===== src/rtl/ocrx_pkg.sv =====
// Package: constants, register map and helpers for the output control receive decoder
package ocrx_pkg;

	// ==========================================================
	// Message identity and layout
	localparam logic [17:0] OCRX_PGN_DEFAULT = 18'h0FF80;	// Group number 65408
	localparam logic [3:0]  OCRX_FRAME_LEN   = 4'h8;
	localparam int          OCRX_CHANNELS    = 8;
	localparam logic [7:0]  OCRX_CHEN_RESET  = 8'h03;	// Only channels 0 and 1 on
	localparam int          OCRX_MY_CHANNEL  = 0;

	// Zero-based payload byte positions
	localparam int OCRX_B_CMD1 = 0;
	localparam int OCRX_B_CMD2 = 1;
	localparam int OCRX_B_FB1  = 2;
	localparam int OCRX_B_FB2  = 3;
	localparam int OCRX_B_EN1  = 4;
	localparam int OCRX_B_EN2  = 5;
	localparam int OCRX_B_OV1  = 6;
	localparam int OCRX_B_OV2  = 7;

	// ==========================================================
	// State field codes
	localparam logic [7:0] OCRX_ST_OFF = 8'h00;
	localparam logic [7:0] OCRX_ST_ON  = 8'h01;
	localparam logic [7:0] OCRX_ST_ERR = 8'h02;

	// ==========================================================
	// Scaling: results in tenths, 4 tenths per bit, ceiling 100.0
	localparam logic [9:0] OCRX_SCALE_MUL = 10'h004;
	localparam logic [9:0] OCRX_SCALE_MAX = 10'h3E8;

	// ==========================================================
	// Register byte offsets
	localparam logic [7:0] OCRX_REG_CHEN  = 8'h00;
	localparam logic [7:0] OCRX_REG_PGN   = 8'h04;
	localparam logic [7:0] OCRX_REG_STAT  = 8'h08;
	localparam logic [7:0] OCRX_REG_CMD   = 8'h0C;
	localparam logic [7:0] OCRX_REG_FB    = 8'h10;
	localparam logic [7:0] OCRX_REG_STATE = 8'h14;

	function automatic logic [9:0] ocrx_scale(input logic [7:0] raw);
		logic [9:0] w;
		w = {2'h0, raw} * OCRX_SCALE_MUL;
		ocrx_scale = (w > OCRX_SCALE_MAX) ? OCRX_SCALE_MAX : w;
	endfunction

	function automatic logic [7:0] ocrx_byte(input logic [63:0] data, input int idx);
		ocrx_byte = data[8*idx +: 8];
	endfunction

endpackage


===== src/rtl/ocrx_frame_if.sv =====
// Interface: received frame and acceptance between decoder core and frame filter
`timescale 1ns/1ps
interface ocrx_frame_if;
	logic        valid;
	logic [17:0] pgn;
	logic [3:0]  len;
	logic [63:0] data;
	logic [17:0] cfgPgn;
	logic        chanOn;
	logic        match;

	modport filt (
		input  valid, pgn, len, data, cfgPgn, chanOn,
		output match
	);
	modport core (
		output valid, pgn, len, data, cfgPgn, chanOn,
		input  match
	);
endinterface


===== src/rtl/ocrx_frame_filter.sv =====
// Frame filter: accepts frames that carry the configured group number
`timescale 1ns/1ps
module ocrx_frame_filter
	import ocrx_pkg::*;
(
	input  wire logic   ref_clk,	// System clock
	input  wire logic   reset,		// Synchronous reset, high
	ocrx_frame_if.filt  fr			// Frame and acceptance
);

	// ==========================================================
	// Acceptance
	// Short frames are dropped rather than decoded with stale bytes
	wire pgnHit = (fr.pgn == fr.cfgPgn);
	wire lenOk  = (fr.len >= OCRX_FRAME_LEN);
	assign fr.match = fr.valid && fr.chanOn && pgnHit && lenOk;

	// ==========================================================
	// Checks
	property p_match_pgn;
		@(posedge ref_clk) disable iff (reset)
		fr.match |-> (fr.pgn == fr.cfgPgn) && fr.chanOn && fr.valid;
	endproperty
	a_match_pgn: assert property (p_match_pgn)
		else $error("Frame accepted with wrong group number or channel off");

	property p_short_drop;
		@(posedge ref_clk) disable iff (reset)
		(fr.valid && (fr.len < OCRX_FRAME_LEN)) |-> !fr.match;
	endproperty
	a_short_drop: assert property (p_short_drop)
		else $error("Short frame was accepted");

endmodule


===== src/rtl/ocrx_decoder.sv =====
// Output control receive decoder with AHB-Lite register slave
// How it works
// - Accept the output control message on group number 65408 by default.
// - Byte 1 is output one command, byte 2 output two command.
// - Byte 3 is output one feedback, byte 4 output two feedback.
// - Byte 5 is output one enable, byte 6 output two enable.
// - Byte 7 is output one override, byte 8 output two override.
// - Command scales 0.4 percent per bit, zero offset, 0 to 100 percent.
// - Feedback scales 0.4 units per bit, zero offset, 0 to 100.0.
// - Enable: 00 off, 01 on, 02 error; 03 and above ignored.
// - Override: 00 off, 01 on, 02 error; 03 and above ignored.
// - Only the first two receive channels are enabled at reset.
// - The accepted group number is configurable, not fixed.
// - No trouble-code numbers are attached to received values.
`timescale 1ns/1ps
module ocrx_decoder
	import ocrx_pkg::*;
(
	input  wire logic        ref_clk,	// System clock, 250 MHz
	input  wire logic        reset,		// Synchronous reset, high
	input  wire logic        hsel,		// AHB slave select
	input  wire logic [31:0] haddr,		// AHB address
	input  wire logic [1:0]  htrans,	// AHB transfer type
	input  wire logic        hwrite,	// AHB write
	input  wire logic [2:0]  hsize,		// AHB size, word only
	input  wire logic [31:0] hwdata,	// AHB write data
	input  wire logic        hready,	// AHB bus ready
	output logic             hreadyout,	// AHB slave ready
	output logic             hresp,		// AHB response, always OKAY
	output logic [31:0]      hrdata,	// AHB read data
	input  wire logic        rxValid,	// Received frame strobe
	input  wire logic [17:0] rxPgn,		// Received group number
	input  wire logic [3:0]  rxLen,		// Received byte count
	input  wire logic [63:0] rxData,	// Payload, byte 1 in bits 7:0
	output logic [9:0]       out1Cmd,	// Output one command, tenths of percent
	output logic [9:0]       out2Cmd,	// Output two command, tenths of percent
	output logic [9:0]       out1Fb,	// Output one feedback, tenths
	output logic [9:0]       out2Fb,	// Output two feedback, tenths
	output logic [1:0]       out1En,	// Output one enable state
	output logic [1:0]       out2En,	// Output two enable state
	output logic [1:0]       out1Ovr,	// Output one override state
	output logic [1:0]       out2Ovr,	// Output two override state
	output logic             dataValid,	// A message has been decoded
	output logic             update		// One-cycle pulse on new values
);

	// ==========================================================
	// Frame filter
	ocrx_frame_if fr ();

	logic [OCRX_CHANNELS-1:0] chanEn_r;
	logic [17:0]              cfgPgn_r;

	assign fr.valid  = rxValid;
	assign fr.pgn    = rxPgn;
	assign fr.len    = rxLen;
	assign fr.data   = rxData;
	assign fr.cfgPgn = cfgPgn_r;
	assign fr.chanOn = chanEn_r[OCRX_MY_CHANNEL];

	ocrx_frame_filter u_filter (
		.ref_clk (ref_clk),
		.reset   (reset),
		.fr      (fr.filt)
	);

	// ==========================================================
	// Field extraction
	// Bytes carry no trouble-code tags; only values leave this block
	wire [7:0] cmd1Raw = ocrx_byte(fr.data, OCRX_B_CMD1);
	wire [7:0] cmd2Raw = ocrx_byte(fr.data, OCRX_B_CMD2);
	wire [7:0] fb1Raw  = ocrx_byte(fr.data, OCRX_B_FB1);
	wire [7:0] fb2Raw  = ocrx_byte(fr.data, OCRX_B_FB2);
	wire [7:0] en1Raw  = ocrx_byte(fr.data, OCRX_B_EN1);
	wire [7:0] en2Raw  = ocrx_byte(fr.data, OCRX_B_EN2);
	wire [7:0] ov1Raw  = ocrx_byte(fr.data, OCRX_B_OV1);
	wire [7:0] ov2Raw  = ocrx_byte(fr.data, OCRX_B_OV2);

	// Codes above error keep the previous state
	wire en1Ok = (en1Raw <= OCRX_ST_ERR);
	wire en2Ok = (en2Raw <= OCRX_ST_ERR);
	wire ov1Ok = (ov1Raw <= OCRX_ST_ERR);
	wire ov2Ok = (ov2Raw <= OCRX_ST_ERR);

	// ==========================================================
	// Decoded value registers
	logic [9:0]  cmd1_r, cmd2_r, fb1_r, fb2_r;
	logic [1:0]  en1_r, en2_r, ov1_r, ov2_r;
	logic        valid_r, update_r;
	logic [15:0] msgCount_r;

	always_ff @(posedge ref_clk) begin
		if (reset) begin
			cmd1_r <= 10'h000;
			cmd2_r <= 10'h000;
			fb1_r  <= 10'h000;
			fb2_r  <= 10'h000;
			en1_r  <= 2'h0;
			en2_r  <= 2'h0;
			ov1_r  <= 2'h0;
			ov2_r  <= 2'h0;
		end else if (fr.match) begin
			cmd1_r <= ocrx_scale(cmd1Raw);
			cmd2_r <= ocrx_scale(cmd2Raw);
			fb1_r  <= ocrx_scale(fb1Raw);
			fb2_r  <= ocrx_scale(fb2Raw);
			if (en1Ok) en1_r <= en1Raw[1:0];
			if (en2Ok) en2_r <= en2Raw[1:0];
			if (ov1Ok) ov1_r <= ov1Raw[1:0];
			if (ov2Ok) ov2_r <= ov2Raw[1:0];
		end
	end

	always_ff @(posedge ref_clk) begin
		if (reset) begin
			valid_r    <= 1'b0;
			update_r   <= 1'b0;
			msgCount_r <= 16'h0000;
		end else begin
			update_r <= fr.match;
			if (fr.match) begin
				valid_r    <= 1'b1;
				msgCount_r <= msgCount_r + 16'h0001;
			end
		end
	end

	assign out1Cmd   = cmd1_r;
	assign out2Cmd   = cmd2_r;
	assign out1Fb    = fb1_r;
	assign out2Fb    = fb2_r;
	assign out1En    = en1_r;
	assign out2En    = en2_r;
	assign out1Ovr   = ov1_r;
	assign out2Ovr   = ov2_r;
	assign dataValid = valid_r;
	assign update    = update_r;

	// ==========================================================
	// AHB-Lite slave
	// Zero wait states; read data is fetched in the address phase so it
	// comes from a flop, at the cost of not seeing a write one beat earlier
	logic       wrPend_r;
	logic [7:0] wrAddr_r;
	logic [31:0] rdata_r;

	wire        addrPhase = hsel && htrans[1] && hready;
	wire [7:0]  regAddr   = haddr[7:0];
	wire [31:0] stateWord = {24'h000000, ov2_r, ov1_r, en2_r, en1_r};
	wire [31:0] rdMux =
		(regAddr == OCRX_REG_CHEN)  ? {{(32-OCRX_CHANNELS){1'b0}}, chanEn_r} :
		(regAddr == OCRX_REG_PGN)   ? {14'h0000, cfgPgn_r} :
		(regAddr == OCRX_REG_STAT)  ? {15'h0000, valid_r, msgCount_r} :
		(regAddr == OCRX_REG_CMD)   ? {6'h00, cmd2_r, 6'h00, cmd1_r} :
		(regAddr == OCRX_REG_FB)    ? {6'h00, fb2_r, 6'h00, fb1_r} :
		(regAddr == OCRX_REG_STATE) ? stateWord : 32'h00000000;

	always_ff @(posedge ref_clk) begin
		if (reset) begin
			wrPend_r <= 1'b0;
			wrAddr_r <= 8'h00;
			rdata_r  <= 32'h00000000;
		end else begin
			wrPend_r <= addrPhase && hwrite;
			if (addrPhase) begin
				wrAddr_r <= regAddr;
				rdata_r  <= hwrite ? 32'h00000000 : rdMux;
			end
		end
	end

	always_ff @(posedge ref_clk) begin
		if (reset) begin
			chanEn_r <= OCRX_CHEN_RESET;
			cfgPgn_r <= OCRX_PGN_DEFAULT;
		end else if (wrPend_r) begin
			if (wrAddr_r == OCRX_REG_CHEN)
				chanEn_r <= hwdata[OCRX_CHANNELS-1:0];
			else if (wrAddr_r == OCRX_REG_PGN)
				cfgPgn_r <= hwdata[17:0];
		end
	end

	assign hreadyout = 1'b1;
	assign hresp     = 1'b0;
	assign hrdata    = rdata_r;

	// ==========================================================
	// Checks
	property p_reset_chen;
		@(posedge ref_clk)
		reset |=> (chanEn_r == OCRX_CHEN_RESET) && (cfgPgn_r == OCRX_PGN_DEFAULT);
	endproperty
	a_reset_chen: assert property (p_reset_chen)
		else $error("Channel enables or group number wrong after reset");

	property p_cmd_bytes;
		@(posedge ref_clk) disable iff (reset)
		fr.match |=> (out1Cmd == ocrx_scale($past(cmd1Raw)))
			&& (out2Cmd == ocrx_scale($past(cmd2Raw)));
	endproperty
	a_cmd_bytes: assert property (p_cmd_bytes)
		else $error("Command values not taken from bytes 1 and 2");

	property p_cmd_scale;
		@(posedge ref_clk) disable iff (reset)
		(fr.match && (cmd1Raw == 8'hFA))
			|=> (out1Cmd == OCRX_SCALE_MAX) ##1 (out1Cmd <= OCRX_SCALE_MAX);
	endproperty
	a_cmd_scale: assert property (p_cmd_scale)
		else $error("Full-scale command byte not scaled to 100 percent");

	property p_fb_bytes;
		@(posedge ref_clk) disable iff (reset)
		fr.match |=> (out1Fb == ocrx_scale($past(fb1Raw)))
			&& (out2Fb == ocrx_scale($past(fb2Raw)));
	endproperty
	a_fb_bytes: assert property (p_fb_bytes)
		else $error("Feedback values not taken from bytes 3 and 4 at 0.4 per bit");

	property p_en_take;
		@(posedge ref_clk) disable iff (reset)
		(fr.match && en1Ok) |=> (out1En == $past(en1Raw[1:0])) && update;
	endproperty
	a_en_take: assert property (p_en_take)
		else $error("Output one enable not taken from byte 5");

	property p_en_ignore;
		@(posedge ref_clk) disable iff (reset)
		(fr.match && !en2Ok) |=> $stable(out2En);
	endproperty
	a_en_ignore: assert property (p_en_ignore)
		else $error("Ignored enable code changed output two enable");

	property p_ovr_take;
		@(posedge ref_clk) disable iff (reset)
		fr.match |=> ($past(ov1Ok) ? (out1Ovr == $past(ov1Raw[1:0])) : $stable(out1Ovr));
	endproperty
	a_ovr_take: assert property (p_ovr_take)
		else $error("Output one override not decoded from byte 7");

	property p_hold;
		@(posedge ref_clk) disable iff (reset)
		!fr.match |=> $stable(out1Cmd) && $stable(out2Fb) && $stable(out2Ovr) && !update;
	endproperty
	a_hold: assert property (p_hold)
		else $error("Decoded value changed without a matching message");

	// ==========================================================
	// Further checks, both outputs, valid and update, and register writes
	property p_en2_take;
		@(posedge ref_clk) disable iff (reset)
		(fr.match && en2Ok) |=> (out2En == $past(en2Raw[1:0]));
	endproperty
	a_en2_take: assert property (p_en2_take)
		else $error("Output two enable not taken from byte 6");

	property p_en1_ignore;
		@(posedge ref_clk) disable iff (reset)
		(fr.match && !en1Ok) |=> $stable(out1En);
	endproperty
	a_en1_ignore: assert property (p_en1_ignore)
		else $error("Ignored enable code changed output one enable");

	property p_ovr2_take;
		@(posedge ref_clk) disable iff (reset)
		fr.match |=> ($past(ov2Ok) ? (out2Ovr == $past(ov2Raw[1:0])) : $stable(out2Ovr));
	endproperty
	a_ovr2_take: assert property (p_ovr2_take)
		else $error("Output two override not decoded from byte 8");

	property p_cmd2_clamp;
		@(posedge ref_clk) disable iff (reset)
		(fr.match && (cmd2Raw > 8'hFA)) |=> (out2Cmd == OCRX_SCALE_MAX);
	endproperty
	a_cmd2_clamp: assert property (p_cmd2_clamp)
		else $error("Command above full scale not held at 100 percent");

	property p_fb_clamp;
		@(posedge ref_clk) disable iff (reset)
		(fr.match && (fb1Raw > 8'hFA)) |=> (out1Fb == OCRX_SCALE_MAX);
	endproperty
	a_fb_clamp: assert property (p_fb_clamp)
		else $error("Feedback above full scale not held at 100.0");

	property p_valid_sticky;
		@(posedge ref_clk) disable iff (reset)
		dataValid |=> dataValid;
	endproperty
	a_valid_sticky: assert property (p_valid_sticky)
		else $error("Data valid dropped without reset");

	property p_update_match;
		@(posedge ref_clk) disable iff (reset)
		fr.match |=> update && dataValid;
	endproperty
	a_update_match: assert property (p_update_match)
		else $error("Accepted message gave no update pulse");

	property p_hold_rest;
		@(posedge ref_clk) disable iff (reset)
		!fr.match |=> $stable(out2Cmd) && $stable(out1Fb) && $stable(out1En)
			&& $stable(out2En) && $stable(out1Ovr);
	endproperty
	a_hold_rest: assert property (p_hold_rest)
		else $error("Decoded value changed without a matching message");

	property p_wr_chen;
		@(posedge ref_clk) disable iff (reset)
		(wrPend_r && (wrAddr_r == OCRX_REG_CHEN)) |=> (chanEn_r == $past(hwdata[OCRX_CHANNELS-1:0]));
	endproperty
	a_wr_chen: assert property (p_wr_chen)
		else $error("Channel enable write did not land");

	property p_wr_pgn;
		@(posedge ref_clk) disable iff (reset)
		(wrPend_r && (wrAddr_r == OCRX_REG_PGN)) |=> (cfgPgn_r == $past(hwdata[17:0]));
	endproperty
	a_wr_pgn: assert property (p_wr_pgn)
		else $error("Group number write did not land");

endmodule


===== config.mk =====
export PLATFORM = sky130hd
export DESIGN_NAME = ocrx_decoder
export DESIGN_NICKNAME = d
export VERILOG_FILES = /design/src/rtl/ocrx_pkg.sv /design/src/rtl/ocrx_frame_if.sv /design/src/rtl/ocrx_frame_filter.sv /design/src/rtl/ocrx_decoder.sv
export SDC_FILE = /design/constraint.sdc
export NUM_CORES = 1
export LEC_CHECK = 0
export BUFFER_PORTS_ARGS = -buffer_cell sky130_fd_sc_hd__buf_2
export CAP_MARGIN = 30
export CORE_ASPECT_RATIO = 0.8
export CORE_MARGIN = 2
export CORE_UTILIZATION = 50
export CTS_BUF_LIST = sky130_fd_sc_hd__clkbuf_4
export DETAILED_ROUTE_END_ITERATION = 8
export GPL_TIMING_DRIVEN = 0
export PLACE_DENSITY_LB_ADDON = 0.08
export SYNTH_ARGS = -nofsm -noshare
export SYNTH_HDL_FRONTEND = slang
export SYNTH_SLANG_ARGS = --single-unit

===== constraint.sdc =====
create_clock -name ref_clk -period 2.3 [get_ports ref_clk]
set_input_delay 0.345 -clock ref_clk [delete_from_list [all_inputs] [get_ports ref_clk]]
set_output_delay 0.345 -clock ref_clk [all_outputs]
set_load 0.02 [all_outputs]

==> results.md <==
- Outcome: completed
- Hold Crit Class: primary input to flip-flop
- Most used flip-flop cell after synthesis: dfxtp_1
- Worst-skew pair later-pin latency: 0.56 ns
- CP Max Fanout: 8
- Clock-pin slew of the registers on the worst-case setup and hold paths: 0.12 ns
- Peak supply drop: 0.3897 mV
- Core ar.: 11430 sq um
- Area Growth Syn to Fin: 27.03%
- Final hold vios: 0
- CTS buffer count: 17
- DRC Markers: 0
- # diodes: 0
- Reg2Reg Depth: 6
- Clock Skews: 0.02307 ns
- GR Util All Layers: 31.35%
- Initial Utilization: 50.79%
- Post-synth top area share: 41.03%
- Fin util: 64.52%
- Critical path launch point type: flip-flop
- DP HPWL: 14.94 mm
- Die X: 124.5 microns
- Post-DRT Antenna Nets: 0
- CTS tree: done
- Layout cells sized above 1: 28.16%
- CTS root buf: clkbuf_4
- Port Buffers: 181
- Average cell area after synthesis: 8.188 sq um
- Multi-input logic area: 3153 sq um
- Critical Path Slowest Stage Cell: or4_4
- I/O pins: 245
- Top cells by count, synth: dfxtp_1 (119), a21oi_1 (78), nor2_1 (61), o21ai_0 (51), nand3_1 (43)
- Leakage: 3.037 nW
- Library cells used by synthesis: 50
- Arrival @ worst endpoint: 2.70 ns
- H-tree depth: 4
- CP peak stage delay: 0.52 ns
- Final setup vio count: 0
- Max Slew Vio Count: 0
- Maxcap violations: 0
- Vias in the first global route: 6057
- Final cell count without fillers: 1089
- Top area cells in the synthesized netlist: dfxtp_1 (41%), a21oi_1 (6.7%), o21ai_0 (4.4%), nor2_1 (3.9%), nand3_1 (3.7%)
- Initial antenna violation count: 0
- Placed insts: 1052
- Synthesized cell area: 5806 sq um
- Worst-Margin Slew: 1.011 ns
- Fmax: 0.4478 GHz
- Worst slack at placement: -0.3801 ns
- Dominant cell type by area after synthesis: dfxtp_1
- Clock Sinks: 119
- Seq cells post-synth: 119
- PwrDens: 528.1 nW/um^2
- GRT overflow: 0
- CP Capture Type: flip-flop
- Number of fill cells: 1056
- Setup Crit Path Kind: flip-flop to flip-flop
- Starting DRT DRC Count: 689
- Cell row count: 35
- Fin crit period: 2.233 ns
- Via Count: 6391
- WL per Instance: 18.22 microns
- Die ar.: 12490 sq um
- Share of flip-flops with an asynchronous set or reset: 0%
- YS warnings: 0
- Via/cell ratio: 5.869
- Number of flops mapped to enable cells by yosys: 0
- Max_slew headroom: 32.07%
- Mapped Cells: 709
- Die H: 100.4 microns
- Final nets: 1090
- Worst setup margin: 0.06697 ns
- Final WL: 19.84 mm
- Largest net degree at the start of global routing: 17
- Clk buf depth: 2
- Sequential Area: 2386 sq um
- Tot Pwr: 3.894 mW
- Cell with the most instances after synthesis: dfxtp_1
- Sequential fraction of the synthesis area: 41.03%
- Crit path required time: 2.77 ns
- Worst path cell trace: xnor2_1 > nand4_1 > or3_1 > buf_4 > or4_4 > mux2_4
- DR pass1 iterations: 6
- Final worst-path cycle share: 97.09%
- Hold Crit Depth: 3
- First-pass GRT wire length: 30.77 mm
- RD Place Congestion: 0.9873
-- through the flow --
stage	hold slack, ns	instance area (sq um)	TNS [ns]
6_report	0.02704	7375	0
5_1_grt	0.008473	7375	-0.02667
4_1_cts	0.009675	7267	0
3_5_place_dp	0.4494	6949	-8.504
3_3_place_gp	0.4446	6949	-7.368
2_1_floorplan	0.4360	5858	0
-- state kept, by name (all words and copies together) (netlist names) --
signal,count
hrdata,26
update,1
msgCount_r,16
out1En,2
cfgPgn_r,18
out1Fb,8
out2Ovr,2
out2Fb,8
chanEn_r,8
out1Cmd,8
wrAddr_r,8
wrPend_r,1
out2En,2
out2Cmd,8
out1Ovr,2
dataValid,1
-- placed cells by master, fill, tap and decap left out, types with 4 or more instances in the layout --
cell type / instances
a211oi_1: 17
conb_1: 16
nand4_1: 14
nand3_1: 42
buf_4: 21
or4_1: 10
and3_1: 7
nand2_1: 41
o31ai_1: 14
buf_2: 185
xor2_1: 7
o21ai_0: 50
nand2b_1: 11
inv_1: 20
a22o_1: 9
a21oi_1: 78
dfxtp_1: 116
nor2b_1: 11
mux2_2: 4
clkinv_1: 4
mux2i_1: 20
a22oi_1: 13
nor3_1: 4
nor4_1: 7
a222oi_1: 7
clkbuf_1: 38
clkbuf_2: 5
clkbuf_4: 19
xnor2_1: 9
nand3b_1: 5
a211o_1: 11
nor3b_1: 6
and2_1: 6
nor2_1: 60
-- per-layer routing --
metal	share of wire [%]	vias to the layer above	global-route usage, %
met4	2.0	0	12.27
met2	44	382	47.41
met3	10	41	7.623
met5	0	-	0
met1	44	2969	43.39
li1	-	2999	-
-- what timing repair did --
item,4_1_cts,5_1_grt
hold endpoints to repair,1,1
pin swaps,4,3
hold buffers,1,1
setup buffers,1,2
gates cloned,0,0
setup endpoints to repair,40,46
gates resized for setup,9,26
-- final timing paths --
path	endpoint	slack (ns)	from
worst max register to register	msgCount_r[15]	0.07	cfgPgn_r[14]
worst max-delay path	msgCount_r[15]	0.07	cfgPgn_r[14]
worst min register to register	wrAddr_r[0]	0.46	wrAddr_r[0]
worst min-delay path	cfgPgn_r[17]	0.03	hwdata[17]
-- power breakdown --
group | total, mW | internal, mW | leakage, nW | switching [mW]
Sequential | 2.07 | 2.07 | 0.959 | 0.00488
Clock | 1.47 | 0.641 | 0.140 | 0.824
Combinational | 0.358 | 0.146 | 1.94 | 0.211
Total | 3.89 | 2.85 | 3.04 | 1.04
-- worst max-delay path: cells and delay by family (launching register included) --
kind / cells / cell delay [ns]
simple gates: 3 / 1.14
flops: 1 / 0.39
mux: 1 / 0.30
buf+inv: 1 / 0.18
xor+xnor: 1 / 0.13
-- cell type report --
class / instances / area share, %
well taps: 148 / 2.511
clock inverters: 14 / 1.832
repair buffers: 186 / 12.86
plain buffers: 68 / 4.785
flip-flops and latches: 119 / 32.35
multi-input cells: 515 / 42.76
clock buffers: 18 / 1.832
inverters: 21 / 1.069
-- cells by family (layout without fill, tap and decap cells) --
| family | count (synthesis) | after routing | synth area share (%) |
|---|---|---|---|
| AO/OA/AOI/OAI | 213 | 213 | 22.84 |
| XOR/XNOR | 18 | 18 | 2.715 |
| adder cells (fa/ha/maj) | 1 | 1 | 0.2155 |
| buffers and inverters | 89 | 307 | 6.940 |
| flip-flops | 119 | 119 | 41.03 |
| multiplexers | 25 | 25 | 4.483 |
| other | 2 | 16 | 0.1294 |
| AND/OR/NAND/NOR | 242 | 242 | 21.64 |
(Power assumes the default switching activity.)
